<file path="src/can_ctrl_pkg.sv">
// Shared constants and types for the CAN interrupt enable and operating-mode block
package can_ctrl_pkg;

	localparam int ADDR_W  = 8;
	localparam int DATA_W  = 32;
	localparam int REG_W   = 16;
	localparam int NUM_CAN = 2;

	// Register byte addresses
	localparam logic [ADDR_W-1:0] IRQ_ENABLE_OFFSET = 8'h48;
	localparam logic [ADDR_W-1:0] IRQ_FLAGS_OFFSET  = 8'h60;
	localparam logic [ADDR_W-1:0] IRQ_CLEAR_OFFSET  = 8'h64;
	localparam logic [ADDR_W-1:0] OP_MODE_BASE      = 8'h68;
	localparam logic [ADDR_W-1:0] REG_STRIDE        = 8'h04;

	// Flag and enable bit layout (shared by flags, clear and enable)
	localparam int RX_MSG_BIT      = 15;
	localparam int TX_AVAIL_BIT    = 14;
	localparam int GLOBAL_GATE_BIT = 0;

	localparam logic [REG_W-1:0] TRAFFIC_MASK  = 16'hF810;
	localparam logic [REG_W-1:0] ERROR_MASK    = 16'h07E0;
	localparam logic [REG_W-1:0] DIAG_MASK     = 16'h000C;
	localparam logic [REG_W-1:0] TX_DONE_MASK  = 16'h3800;
	localparam logic [REG_W-1:0] TX_AVAIL_MASK = 16'h4000;
	localparam logic [REG_W-1:0] FLAG_MASK     = 16'hFFFC;
	localparam logic [REG_W-1:0] EN_WRITABLE   = 16'hFFFD;
	localparam logic [REG_W-1:0] MODE_WRITABLE = 16'h0007;

	// Reset values
	localparam logic [REG_W-1:0]  ENABLE_RESET = 16'h0000;
	localparam logic [REG_W-1:0]  FLAGS_RESET  = 16'h0000;
	localparam logic [REG_W-1:0]  MODE_RESET   = 16'h0000;
	localparam logic [REG_W-1:0]  REG_ZERO     = 16'h0000;
	localparam logic [DATA_W-1:0] RDATA_RESET  = 32'h0000_0000;

	// Bus level driven while not transmitting
	localparam logic RECESSIVE = 1'b1;

	typedef struct packed {
		logic [12:0] reserved;
		logic        loop_back;
		logic        passive;
		logic        run;
	} mode_s;

	typedef struct packed {
		logic traffic;
		logic error;
		logic diag;
	} irq_groups_s;

endpackage : can_ctrl_pkg

</file>
<file path="src/can_irq_mode_ctrl.sv">
// CAN interrupt flags, enables, group outputs and operating-mode routing
//
// Functional notes
// - Sources sorted into traffic, error, diagnostic groups
// - Source counts only when enabled; bit0 gates all
// - Enable bit 15 gates receive-available into traffic
// - Bits 14..11 gate transmit sources into traffic
// - Enable bit 4 gates overrun into traffic
// - Bits 10..5 gate error sources into error
// - Bits 3,2 gate diagnostic; bit 1 reserved
// - Transmit disabled gives pure listener operation
// - Mode bit 2 loops modules internally
// - Mode bit 1 holds transmit recessive
// - Mode bit 0 runs or stops; reads state
// - Second module loopback bit has no effect
// - Flags set by event, cleared writing one
// - Clearing available and done flags clear each other
`timescale 1ns/1ps

module can_irq_mode_ctrl (
	// APB slave
	input  wire logic                                 pclk,
	input  wire logic                                 presetn,
	input  wire logic                                 psel,
	input  wire logic                                 penable,
	input  wire logic                                 pwrite,
	input  wire logic [can_ctrl_pkg::ADDR_W-1:0]      paddr,
	input  wire logic [can_ctrl_pkg::DATA_W-1:0]      pwdata,
	output logic      [can_ctrl_pkg::DATA_W-1:0]      prdata,
	output logic                                      pready,
	output logic                                      pslverr,
	// Events from the protocol core, one-cycle pulses
	input  wire logic [can_ctrl_pkg::REG_W-1:0]       flag_events,
	// Protocol core side, per module
	input  wire logic [can_ctrl_pkg::NUM_CAN-1:0]     core_tx,
	output logic      [can_ctrl_pkg::NUM_CAN-1:0]     core_rx,
	// Bus pins, per module
	input  wire logic [can_ctrl_pkg::NUM_CAN-1:0]     can_rx_pin,
	output logic      [can_ctrl_pkg::NUM_CAN-1:0]     can_tx_pin,
	// Mode state per module
	output can_ctrl_pkg::mode_s [can_ctrl_pkg::NUM_CAN-1:0] mode_state,
	// Interrupts
	output logic                                      traffic_irq_n,
	output logic                                      error_irq_n,
	output logic                                      diag_irq_n,
	output logic                                      irq
);
	import can_ctrl_pkg::*;

	logic [REG_W-1:0]          irq_enable;
	logic [REG_W-1:0]          irq_flags;
	mode_s [NUM_CAN-1:0]       op_mode;
	logic [REG_W-1:0]          wdata16;
	logic [REG_W-1:0]          clear_req;
	logic [REG_W-1:0]          next_flags;
	logic [DATA_W-1:0]         read_value;
	logic                      setup_phase;
	logic                      wr_access;
	logic                      loop_on;
	logic                      loop_bus;
	logic [NUM_CAN-1:0]        tx_eff;
	logic [NUM_CAN-1:0]        rx_meta;
	logic [NUM_CAN-1:0]        rx_sync;
	irq_groups_s               groups;

	// Byte address of a module's operating-mode register
	function automatic logic [ADDR_W-1:0] mode_offset(input int unsigned k);
		mode_offset = OP_MODE_BASE + ADDR_W'(k * REG_STRIDE);
	endfunction : mode_offset

	function automatic logic addr_mapped(input logic [ADDR_W-1:0] a);
		if (a == IRQ_ENABLE_OFFSET) begin
			addr_mapped = 1'b1;
		end else if (a == IRQ_FLAGS_OFFSET) begin
			addr_mapped = 1'b1;
		end else if (a == IRQ_CLEAR_OFFSET) begin
			addr_mapped = 1'b1;
		end else if (a == mode_offset(0)) begin
			addr_mapped = 1'b1;
		end else if (a == mode_offset(1)) begin
			addr_mapped = 1'b1;
		end else begin
			addr_mapped = 1'b0;
		end
	endfunction : addr_mapped

	// Acknowledging transmit-available and any transmit-done are tied together
	function automatic logic [REG_W-1:0] expand_clear(input logic [REG_W-1:0] c);
		logic [REG_W-1:0] r;
		r = c & FLAG_MASK;
		if (|(c & TX_AVAIL_MASK)) begin
			r = r | TX_DONE_MASK;
		end
		if (|(c & TX_DONE_MASK)) begin
			r = r | TX_AVAIL_MASK;
		end
		expand_clear = r;
	endfunction : expand_clear

	// A group fires only through the general gate and its own enables
	function automatic logic group_hit(input logic [REG_W-1:0] flags,
	                                   input logic [REG_W-1:0] en,
	                                   input logic [REG_W-1:0] mask);
		group_hit = en[GLOBAL_GATE_BIT] & (|(flags & en & mask));
	endfunction : group_hit

	// APB decode; zero wait states
	assign pready      = 1'b1;
	assign setup_phase = psel & ~penable;
	assign wr_access   = psel & penable & pwrite;
	assign pslverr     = psel & penable & ~addr_mapped(paddr);
	assign wdata16     = pwdata[REG_W-1:0];

	always_comb begin
		clear_req = REG_ZERO;
		if (wr_access && (paddr == IRQ_CLEAR_OFFSET || paddr == IRQ_FLAGS_OFFSET)) begin
			clear_req = expand_clear(wdata16);
		end
	end

	// A new event in the clearing cycle wins over the clear
	assign next_flags = (irq_flags & ~clear_req) | (flag_events & FLAG_MASK);

	always_ff @(posedge pclk or negedge presetn) begin
		if (!presetn) begin
			irq_flags <= FLAGS_RESET;
		end else begin
			irq_flags <= next_flags;
		end
	end

	always_ff @(posedge pclk or negedge presetn) begin
		if (!presetn) begin
			irq_enable <= ENABLE_RESET;
		end else if (wr_access && paddr == IRQ_ENABLE_OFFSET) begin
			irq_enable <= wdata16 & EN_WRITABLE;
		end
	end

	// Read mux; the clear register is write-only and reads zero
	always_comb begin
		read_value = RDATA_RESET;
		if (paddr == IRQ_ENABLE_OFFSET) begin
			read_value[REG_W-1:0] = irq_enable;
		end else if (paddr == IRQ_FLAGS_OFFSET) begin
			read_value[REG_W-1:0] = irq_flags;
		end else if (paddr == mode_offset(0)) begin
			read_value[REG_W-1:0] = op_mode[0];
		end else if (paddr == mode_offset(1)) begin
			read_value[REG_W-1:0] = op_mode[1];
		end
	end

	// Read data captured in the setup phase so it is stable in the access phase
	always_ff @(posedge pclk or negedge presetn) begin
		if (!presetn) begin
			prdata <= RDATA_RESET;
		end else if (setup_phase && !pwrite) begin
			prdata <= read_value;
		end
	end

	// Group grouping: traffic holds 15,14,13..11 and overrun; error 10..5; diag 3,2
	always_comb begin
		groups.traffic = group_hit(irq_flags, irq_enable, TRAFFIC_MASK);
		groups.error   = group_hit(irq_flags, irq_enable, ERROR_MASK);
		groups.diag    = group_hit(irq_flags, irq_enable, DIAG_MASK);
	end

	always_ff @(posedge pclk or negedge presetn) begin
		if (!presetn) begin
			traffic_irq_n <= 1'b1;
			error_irq_n   <= 1'b1;
			diag_irq_n    <= 1'b1;
			irq           <= 1'b0;
		end else begin
			traffic_irq_n <= ~groups.traffic;
			error_irq_n   <= ~groups.error;
			diag_irq_n    <= ~groups.diag;
			irq           <= |groups;
		end
	end

	// Only the first module's loopback bit steers the routing
	assign loop_on  = op_mode[0].loop_back;
	// Looped modules share one wired-AND bus: dominant from either wins
	assign loop_bus = &tx_eff;
	assign mode_state = op_mode;

	genvar k;
	generate
		for (k = 0; k < NUM_CAN; k++) begin : g_chan
			always_ff @(posedge pclk or negedge presetn) begin
				if (!presetn) begin
					op_mode[k] <= mode_s'(MODE_RESET);
				end else if (wr_access && paddr == mode_offset(k)) begin
					op_mode[k] <= mode_s'(wdata16 & MODE_WRITABLE);
				end
			end

			// Passive or stopped modules never drive dominant, so they only listen
			assign tx_eff[k] = (op_mode[k].passive || !op_mode[k].run) ? RECESSIVE : core_tx[k];

			// Pin synchroniser; first stage feeds only the second
			always_ff @(posedge pclk or negedge presetn) begin
				if (!presetn) begin
					rx_meta[k] <= RECESSIVE;
					rx_sync[k] <= RECESSIVE;
				end else begin
					rx_meta[k] <= can_rx_pin[k];
					rx_sync[k] <= rx_meta[k];
				end
			end

			// Loopback isolates the pins at recessive (a-c); else each uses its own pins
			always_ff @(posedge pclk or negedge presetn) begin
				if (!presetn) begin
					can_tx_pin[k] <= RECESSIVE;
					core_rx[k]    <= RECESSIVE;
				end else if (loop_on) begin
					can_tx_pin[k] <= RECESSIVE;
					core_rx[k]    <= loop_bus;
				end else begin
					can_tx_pin[k] <= tx_eff[k];
					core_rx[k]    <= rx_sync[k];
				end
			end
		end
	endgenerate

endmodule : can_irq_mode_ctrl

</file>
<file path="config.mk">
export PLATFORM = sky130hd
export DESIGN_NAME = can_irq_mode_ctrl
export DESIGN_NICKNAME = d
export VERILOG_FILES = /design/src/can_ctrl_pkg.sv /design/src/can_irq_mode_ctrl.sv
export SDC_FILE = /design/constraint.sdc
export NUM_CORES = 1
export LEC_CHECK = 0
export ABC_AREA = 1
export CAP_MARGIN = 5
export CORE_ASPECT_RATIO = 0.75
export CORE_MARGIN = 2
export CORE_UTILIZATION = 60
export CTS_CLUSTER_DIAMETER = 60
export DETAILED_ROUTE_END_ITERATION = 6
export DONT_BUFFER_PORTS = 1
export GPL_TIMING_DRIVEN = 1
export PLACE_DENSITY = 0.81
export SLEW_MARGIN = 40
export SYNTH_ARGS = -nofsm -noshare
export SYNTH_HDL_FRONTEND = slang
export SYNTH_SLANG_ARGS = --single-unit
</file>
<file path="constraint.sdc">
create_clock -name pclk -period 1.9 [get_ports pclk]
set_input_delay 0.475 -clock pclk [delete_from_list [all_inputs] [get_ports pclk]]
set_output_delay 0.475 -clock pclk [all_outputs]
set_load 0.05 [all_outputs]
</file>
* After elaboration in Yosys (flattened, before gate mapping)
Cells that the tools add are included.
** Word-level totals
- Memories kept :: 0
- Output and inout port bits :: 74
- Bits in latches :: 0
- ROM bits :: 0
- Bits in writable memories :: 0
- Register bits after elaboration :: 65
- Input port bits :: 65
** Cells by class
- Bitwise logic cells :: 16
- Mux-type cells :: 18
- Shift operators :: 0
- Equal/unequal tests :: 5
- $add $sub $neg :: 0
- Multiply operators :: 0
- $lt $le $gt $ge :: 0
- Reductions and logical operators :: 17
- Divide/modulo/power cells :: 0
** Operator list (count)
- $mux W16 :: 3
- $eq A8 B7 Y1 const B :: 5
- $and A16 B16 Y16 :: 2
- $not A16 Y16 :: 1
- $or A16 B16 Y16 :: 1
- $mux W15 :: 1
- $mux W14 :: 1
- $reduce_or A6 Y1 :: 2
- $mux W1 :: 11
- $and A1 B1 Y1 :: 7
- $mux W3 :: 2
- $reduce_or A3 Y1 :: 2
- $logic_and A1 B1 Y1 :: 5
- $not A1 Y1 :: 5
- $logic_not A1 Y1 :: 3
- $logic_or A1 B1 Y1 :: 3
- $reduce_and A2 Y1 :: 1
- $reduce_or A2 Y1 :: 1

* Longest topological paths before layout
Gate-level depths: netlist of run 1.
- Depth after elaboration :: 8
- Depth in mapped cells :: 9
- Depth with buffers taken out :: 9

* Least setup slack after synthesis of run 1
No wires, ideal clock.
- Path type :: input -> output
- From :: input paddr[0] (netlist name)
- To :: output pslverr
- Required time :: 1.425 ns
- Buffers on the path :: 1
- Arrival :: 1.690 ns
- Stages :: 7
- Slack :: -0.265 ns
- Cells stage by stage :: inv_1 -> nand2_2 -> nor2_2 -> nand2_2 -> buf_2 -> nand3_1 -> nor2_1
** Between the ends
- Longest elaborated chain between the ends :: 8
- Elaborated cells between the ends (all ways) :: 12
- Classes of those cells :: eq/ne: 5; mux: 5; bitwise: 2
** RTL lines
- start, declared :: line can_irq_mode_ctrl.sv:27 : input wire logic [can_ctrl_pkg::ADDR_W-1:0] paddr,
- $eq A8 B7 Y1 :: line can_irq_mode_ctrl.sv:80 : end else if (a == mode_offset(1)) begin
- $mux W1 :: line can_irq_mode_ctrl.sv:80
- $mux W1 :: line can_irq_mode_ctrl.sv:78 : end else if (a == mode_offset(0)) begin
- $mux W1 :: line can_irq_mode_ctrl.sv:76 : end else if (a == IRQ_CLEAR_OFFSET) begin
- $mux W1 :: line can_irq_mode_ctrl.sv:74 : end else if (a == IRQ_FLAGS_OFFSET) begin
- $mux W1 (*) :: line can_irq_mode_ctrl.sv:72 : if (a == IRQ_ENABLE_OFFSET) begin
- $not A1 Y1 (*) :: line can_irq_mode_ctrl.sv:111 : assign pslverr = psel & penable & ~addr_mapped(paddr);
- $and A1 B1 Y1 (*) :: line can_irq_mode_ctrl.sv:111
- end, declared :: line can_irq_mode_ctrl.sv:31 : output logic pslverr,
Mark *: on every way between the ends. The rest lies on a longest branch, timed or not.

* Worst setup path after layout of run 1
- From :: input paddr[5] (netlist name)
- To :: output pslverr
The elaborated chain is that of the path after synthesis.

==> flow_metrics.env, run 1 <==
export IMPL_clock_sinks=63
export IMPL_rsz0062_at_grt="false"
export IMPL_fin_ws_ps=209
export IMPL_reg2regPathDepth=3
export IMPL_vias=2256
export IMPL_hold_class="input pin to asynchronous set/reset pin"
export IMPL_insertion_delay_ps=340
export IMPL_power_density_mw_per_mm2=879
export IMPL_antenna_cells=0
export IMPL_finClkSkew_ps=7.71
export IMPL_grt_start_max_net_pins=64
export IMPL_die_width_um=89.0
export IMPL_grt_antenna_before_repair=0
export IMPL_swShare_pct=27.2
export IMPL_numCtsBuffers=9
export IMPL_root_buffer="clkbuf_8"
export IMPL_initialDrtViolationCount=181
export IMPL_hold_viol=55
export IMPL_p_sw_uw=806
export IMPL_area_delta_synth_final_pct=3.58
export IMPL_routed_wl_um=6150
export IMPL_avgSynthCellArea_um2=8.49
export IMPL_place_ws_ps=204
export IMPL_fmax_mhz=591
export IMPL_die_area_mm2=0.00603
export IMPL_period_minus_slack_ps=1690
export IMPL_drive_gt1_share_pct=16.6
export IMPL_power_uw=2960
export IMPL_critical_path_arrival_ps=1220
export IMPL_failed_checks="negative hold slack"
export IMPL_finalWeightedCongestion=0.842
export IMPL_seqPwrFrac_pct=48.6
export IMPL_vias_per_cell=4.83
export IMPL_layout_common_cells="101 x nand2_1, 62 x inv_1, 52 x dfrtp_1, 43 x conb_1"
export IMPL_synth_cells=383
export IMPL_required_ps=1420
export IMPL_final_nets=452
export IMPL_grt_overflow=0
export IMPL_core_mm2=0.00530
export IMPL_cts_max_path_buffers=2
export IMPL_wire_per_inst_um=13.2
export IMPL_maxSlewHeadroom_pct=63.8
export IMPL_ir_drop_v=0.000410
export IMPL_final_area_mm2=0.00337
export IMPL_yosysUniqueCellTypes=30
export IMPL_clk_pin_slew_ps=70
export IMPL_die_h_um=67.8
export IMPL_synth_area_leaders="dfrtp_1 40%, nand2_1 12%, buf_4 10%"
export IMPL_critical_path_class="input pin to output pin"
export IMPL_intPower_uw=2160
export IMPL_place_inst=451
export IMPL_dp_hpwl_um=4520
export IMPL_critPathMaxFanout=3
export IMPL_start_kind="input pin"
export IMPL_cts_resized=0
export IMPL_final_setup_viol_count=0
export IMPL_r2r_start="loop_on$_DFFE_PN0P_"
export IMPL_htreeDepth=3
export IMPL_slew_viol_final=0
export IMPL_yosysWarningCount=0
export IMPL_outcome="finished, violations left"
export IMPL_firstDrtPassIters=4
export IMPL_end_kind="output pin"
export IMPL_cts_setup_buffers=0
export IMPL_design_portCount=139
export IMPL_p_clk_share_pct=41.8
export IMPL_synth_top_cell_by_area="dfrtp_1"
export IMPL_drcViolationCount=0
export IMPL_rrSetupSlack_ps=430
export IMPL_comb_power_share_pct=9.6
export IMPL_antenna_left=0
export IMPL_rr_endpoint="core_rx[1]$_DFF_PN1_"
export IMPL_grt_use_total_pct=21.6
export IMPL_seq_area_frac_synth_pct=48.9
export IMPL_layout_cells_non_filler=467
export IMPL_worst_slew_pin_slew_ps=542
export IMPL_first_global_vias=1960
export IMPL_synth_area_mm2=0.00325
export IMPL_p_leak_uw=0.00180
export IMPL_period_share_pct=89.0
export IMPL_portBuffers=0
export IMPL_start_util_pct=61.4
export IMPL_mostFrequentLayoutCell="nand2_1"
export IMPL_whs_ps=-168
export IMPL_ys_ff_latch=63
export IMPL_maxCapViolCount=0
export IMPL_grt_pass1_wl_um=9600
export IMPL_dpl_cell_area_mm2=0.00315
export IMPL_rows=23
export IMPL_cts_tree="done"
export IMPL_synth_top_area_share_pct=40.0
export IMPL_finalSetupTns_ps=0
cell usage after synthesis:
cell / instances
buf_2: 3
o21ai_0: 16
nand2_4: 1
nor2_1: 17
inv_2: 1
dfrtp_1: 52
o21a_1: 1
conb_1: 2
dfstp_2: 11
nand3_1: 9
o22ai_1: 15
nand2_2: 3
nand4_1: 1
or3_1: 1
o21ai_2: 15
buf_4: 44
a21oi_2: 5
nor4_1: 1
nand2_1: 101
clkinv_2: 1
nor3_1: 2
buf_6: 5
nand3_2: 2
nor2_4: 1
or2_0: 1
inv_1: 62
nor2_2: 3
nor3_2: 1
o21ai_1: 5
nor3_4: 1
metrics by stage:
step	hold slack (ps)	utilization, %
after floorplan	179	-
after global placement	182	59.5
after detailed placement	181	59.5
after CTS	-188	63.6
after global routing	-199	63.6
final	-168	63.6
final cells by class:
cell class | count | area, µm²
inverters | 64 | 241
flip-flops and latches | 63 | 1590
repair buffers | 4 | 42.5
well taps | 75 | 93.8
fillers | 450 | 1930
multi-input cells | 245 | 1180
clock inverters | 2 | 37.5
clock buffers | 14 | 183
worst max path at each step:
stage | startpoint | end | slack (ps) | cells past startpoint
finish | paddr[5] | pslverr | 210 | 6
global route | paddr[5] | pslverr | 130 | 6
CTS | paddr[5] | pslverr | 200 | 6
detailed placement | paddr[5] | pslverr | 200 | 6
global placement | paddr[5] | pslverr | 240 | 6
floorplan | paddr[0] | pslverr | 70 | 7
cell families after synthesis:
kind of cell,count (synthesis),synth area share (%)
other cells,2,0.231
flops,63,48.9
compound gates,57,11.7
simple gates,145,19.4
buf+inv,116,19.8
registers in the layout, indices dropped and copies added (netlist names), 2 cells and up:
signal      count
irq_enable     15
core_rx         2
mode_state      5
can_tx_pin      2
irq_flags      14
rx_meta         2
prdata         16
rx_sync         2
power by group through the flow:
stage / Clock [µW] / Combinational, µW / Sequential (µW)
after detailed placement: 0 / 281 / 1460
after CTS: 1260 / 282 / 1440
final: 1240 / 284 / 1440
after global placement: 0 / 277 / 1460
after global routing: 1320 / 308 / 1440
after floorplan: 0 / 333 / 1460
worst max-delay path, stage by stage:
cell     delay, ps
or2_0          230
nor2_2         110
nand2_2         80
nand3_1        120
nor2_4          50
buf_12         150
per-layer routing:
layer  track usage, %  wire (µm)  up-vias
li1                 -          -     1105
met1             30.4       2740     1036
met2             29.9       2710      104
met3             8.80        616       11
met4             7.84         80        0
met5                0          0        -
No activity file was read; power rests on OpenSTA's default activity.
==> inputs of run 2 (changes only) <==
==> constraint.sdc (replaced) <==
create_clock -name pclk -period 2.1 [get_ports pclk]
set_input_delay 0.525 -clock pclk [delete_from_list [all_inputs] [get_ports pclk]]
set_output_delay 0.525 -clock pclk [all_outputs]
set_load 0.05 [all_outputs]
==> flow_metrics.env, run 2 (same netlist as run 1, synthesis figures left out) <==
export IMPL_finalWeightedCongestion=0.847
export IMPL_grt_antenna_before_repair=0
export IMPL_dp_hpwl_um=4530
export IMPL_maxSlewHeadroom_pct=64.2
export IMPL_reg2regPathDepth=3
export IMPL_slew_viol_final=0
export IMPL_slowest_delay_ps=160
export IMPL_finClkSkew_ps=5.49
export IMPL_period_minus_slack_ps=1720
export IMPL_grt_start_max_net_pins=53
export IMPL_vias=2315
export IMPL_p_leak_uw=0.00180
export IMPL_root_buffer="clkbuf_8"
export IMPL_firstDrtPassIters=4
export IMPL_fin_util_pct=63.5
export IMPL_critPathMaxFanout=4
export IMPL_antenna_left=0
export IMPL_initialDrtViolationCount=232
export IMPL_num_fill_cells=441
export IMPL_cts_max_path_buffers=2
export IMPL_place_inst=450
export IMPL_first_global_vias=2066
export IMPL_finalSetupTns_ps=0
export IMPL_cts_resized=0
export IMPL_layout_common_cells="101 x nand2_1, 62 x inv_1, 52 x dfrtp_1, 43 x conb_1"
export IMPL_fmax_mhz=580
export IMPL_wl_met1_um=2860
export IMPL_power_density_mw_per_mm2=769
export IMPL_top_register="prdata"
export IMPL_whs_ps=28.2
export IMPL_drcViolationCount=0
export IMPL_cp_slowest_cell="nor2_2"
export IMPL_antenna_cells=0
export IMPL_crit_chain="inv_1, nand2_2, nor2_2, nand2_2, nand3_1, nor2_2, buf_12"
export IMPL_final_area_mm2=0.00336
export IMPL_rows=23
export IMPL_start_kind="input pin"
export IMPL_rsz0062_at_grt="false"
export IMPL_final_setup_viol_count=0
export IMPL_largest_reg_flops=16
export IMPL_routed_top_layer="met4"
export IMPL_r2r_start="loop_on$_DFFE_PN0P_"
export IMPL_cts_tree="done"
export IMPL_die_h_um=67.8
export IMPL_final_nets=453
export IMPL_required_ps=1570
export IMPL_routed_wl_um=6280
export IMPL_grt_pass1_wl_um=9960
export IMPL_top_regs="prdata x16, irq_enable x15, irq_flags x14"
export IMPL_portBuffers=0
export IMPL_worst_slew_pin_slew_ps=537
export IMPL_vias_per_cell=4.95
export IMPL_dpl_cell_area_mm2=0.00314
export IMPL_die_width_um=89.0
export IMPL_hold_class="input pin to asynchronous set/reset pin"
export IMPL_maxCapViolCount=0
export IMPL_drive_gt1_share_pct=16.5
export IMPL_met2_length_um=2710
export IMPL_area_delta_synth_final_pct=3.39
export IMPL_ir_drop_v=0.000458
export IMPL_clock_sinks=63
export IMPL_htreeDepth=3
export IMPL_met3_length_um=632
export IMPL_layout_cells_non_filler=468
export IMPL_die_area_mm2=0.00603
export IMPL_grt_use_total_pct=22.3
export IMPL_design_portCount=139
export IMPL_period_share_pct=82.1
export IMPL_critical_path_class="input pin to output pin"
export IMPL_numCtsBuffers=9
export IMPL_end_kind="output pin"
export IMPL_start_util_pct=61.4
export IMPL_insertion_delay_ps=330
export IMPL_wire_per_inst_um=13.4
export IMPL_critical_path_arrival_ps=1200
export IMPL_grt_overflow=0
export IMPL_mostFrequentLayoutCell="nand2_1"
export IMPL_rrSetupSlack_ps=610
export IMPL_hold_viol=0
export IMPL_clk_pin_slew_ps=70
export IMPL_rr_endpoint="core_rx[1]$_DFF_PN1_"
export IMPL_core_mm2=0.00530
export IMPL_outcome="complete, no violations"
==> run 2: report_power, final <==
group          internal [µW]  switching (µW)
sequential              1240            59.1
clock                    544             459
combinational           35.8             246
total                   1820             764
==> run 2: worst max-delay path by stage <==
stage / cells past startpoint / startpoint / to
after floorplan: 7 / paddr[0] / pslverr
after global placement: 6 / paddr[7] / irq_flags[2]$_DFF_PN0_
after detailed placement: 6 / paddr[7] / irq_flags[15]$_DFF_PN0_
after CTS: 7 / paddr[0] / pslverr
after global routing: 7 / paddr[0] / pslverr
final: 7 / paddr[0] / pslverr
==> run 2: critical path, delay by kind of cell <==
| kind | cells | cell delay [ps] |
|---|---|---|
| and+or+nand+nor | 5 | 460 |
| buffers and inverters | 2 | 200 |
==> run 2: metal layers <==
metal	GRT usage, %	vias up
met5	0	-
met4	7.46	0
met3	10.0	9
met2	32.3	128
met1	29.9	1064
li1	-	1114
==> run 2: per-stage QoR <==
step	power, µW	setup WS [ps]
2_1_floorplan	1620	46.5
3_3_place_gp	1570	321
3_5_place_dp	1580	241
4_1_cts	2600	374
5_1_grt	2690	293
6_report	2590	376
==> run 2: repair_timing <==
action / in CTS / in global routing
hold buffers: 1 / 1
endpoints found under the setup margin: 0 / 0
setup buffers: 0 / 0
endpoints found under the hold margin: 52 / 5
==> run 2: final cells by class <==
cell class	instances	area, µm²	share of cell area [%]
multi-input combinational	245	1170	34.9
clock inverter	6	61.3	1.82
sequential	63	1590	47.3
tap	75	93.8	2.79
clock buffer	10	128	3.80
timing repair buffer	5	72.6	2.16
inverter	64	241	7.18
==> inputs of run 3 (changes only) <==
==> constraint.sdc (replaced) <==
create_clock -name pclk -period 1.8 [get_ports pclk]
set_input_delay 0.45 -clock pclk [delete_from_list [all_inputs] [get_ports pclk]]
set_output_delay 0.45 -clock pclk [all_outputs]
set_load 0.05 [all_outputs]
==> flow_metrics.env, run 3 (same netlist as run 1, synthesis figures left out) <==
export IMPL_drcViolationCount=0
export IMPL_cts_setup_buffers=0
export IMPL_numCtsBuffers=9
export IMPL_hold_class="input pin to asynchronous set/reset pin"
export IMPL_antenna_cells=0
export IMPL_cts_max_path_buffers=2
export IMPL_top_regs="prdata x16, irq_enable x15, irq_flags x14"
export IMPL_outcome="finished, violations left"
export IMPL_power_density_mw_per_mm2=903
export IMPL_cts_resized=0
export IMPL_die_area_mm2=0.00603
export IMPL_p_leak_uw=0.00181
export IMPL_critical_path_class="input pin to output pin"
export IMPL_fin_util_pct=63.6
export IMPL_cts_tree="done"
export IMPL_ir_drop_v=0.000489
export IMPL_die_h_um=67.8
export IMPL_required_ps=1350
export IMPL_maxSlewHeadroom_pct=64.5
export IMPL_critical_path_arrival_ps=1190
export IMPL_grt_pass1_wl_um=9870
export IMPL_period_minus_slack_ps=1640
export IMPL_end_kind="output pin"
export IMPL_drive_gt1_share_pct=17.5
export IMPL_hold_viol=63
export IMPL_start_util_pct=61.4
export IMPL_wire_per_inst_um=13.1
export IMPL_slew_viol_final=0
export IMPL_firstDrtPassIters=5
export IMPL_power_uw=3040
export IMPL_rr_endpoint="core_rx[1]$_DFF_PN1_"
export IMPL_grt_use_total_pct=22.3
export IMPL_rsz0062_at_grt="false"
export IMPL_die_width_um=89.0
export IMPL_failed_checks="negative hold slack"
export IMPL_grt_antenna_before_repair=0
export IMPL_finalWeightedCongestion=0.850
export IMPL_period_share_pct=91.2
export IMPL_portBuffers=0
export IMPL_antenna_left=0
export IMPL_place_inst=454
export IMPL_vias=2256
export IMPL_routed_wl_um=6160
export IMPL_layout_cells_non_filler=470
export IMPL_dpl_cell_area_mm2=0.00317
export IMPL_rrSetupSlack_ps=480
export IMPL_rows=23
export IMPL_clk_pin_slew_ps=60
export IMPL_final_setup_viol_count=0
export IMPL_core_mm2=0.00530
export IMPL_largest_reg_flops=16
export IMPL_maxCapViolCount=0
export IMPL_fmax_mhz=609
export IMPL_final_nets=455
export IMPL_worst_slew_pin_slew_ps=532
export IMPL_grt_start_max_net_pins=64
export IMPL_critPathMaxFanout=3
export IMPL_r2r_start="mode_state[17]$_DFFE_PN0P_"
export IMPL_grt_overflow=0
export IMPL_dp_hpwl_um=4490
export IMPL_initialDrtViolationCount=180
export IMPL_whs_ps=-208
export IMPL_htreeDepth=3
export IMPL_final_area_mm2=0.00337
export IMPL_first_global_vias=2029
export IMPL_top_register="prdata"
export IMPL_insertion_delay_ps=350
export IMPL_finalSetupTns_ps=0
export IMPL_mostFrequentLayoutCell="nand2_1"
export IMPL_vias_per_cell=4.80
export IMPL_clock_sinks=63
export IMPL_layout_common_cells="101 x nand2_1, 62 x inv_1, 52 x dfrtp_1, 43 x conb_1"
export IMPL_finClkSkew_ps=5.77
export IMPL_area_delta_synth_final_pct=3.54
export IMPL_root_buffer="clkbuf_8"
export IMPL_design_portCount=139
export IMPL_start_kind="input pin"
export IMPL_reg2regPathDepth=3
run 3: worst max-delay path by stage:
stage | to | cells after the start | start
5_1_grt | pslverr | 6 | paddr[5]
4_1_cts | pslverr | 6 | paddr[5]
3_3_place_gp | pslverr | 6 | paddr[5]
2_1_floorplan | pslverr | 7 | paddr[0]
6_report | pslverr | 6 | paddr[5]
3_5_place_dp | pslverr | 6 | paddr[5]
run 3: area by class of cell:
class | instances | area [µm²]
Timing Repair Buffer | 7 | 65.1
Tap cell | 75 | 93.8
Multi-Input combinational cell | 245 | 1180
Sequential cell | 63 | 1590
Inverter | 64 | 241
Fill cell | 436 | 1930
Clock buffer | 10 | 138
Clock inverter | 6 | 58.8
run 3: power by group:
group	switching (µW)	internal (µW)
registers	62.3	1450
logic	272	36.6
clock network	549	671
total	883	2160
run 3: through the flow:
step           hold WS, ps  worst slack (ps)
3_3_place_gp           157               195
4_1_cts               -219               157
3_5_place_dp           156               159
5_1_grt               -225               107
6_report              -208               158
2_1_floorplan          154              15.8
run 3: worst max-delay path, cell delays in order:
cell and delay (ps):
or2_0 230, nor2_2 110, nand2_2 80, nand3_1 120
nor2_4 50, buf_12 150
run 3: per-layer routing:
metal	track usage (%)	vias up	share of wire, %	wire length [µm]
met5	0	-	0	0
met4	6.72	0	1.4	85
met3	9.17	9	9.6	593
met2	31.9	112	43	2660
met1	31.2	1021	46	2820
li1	-	1114	-	-
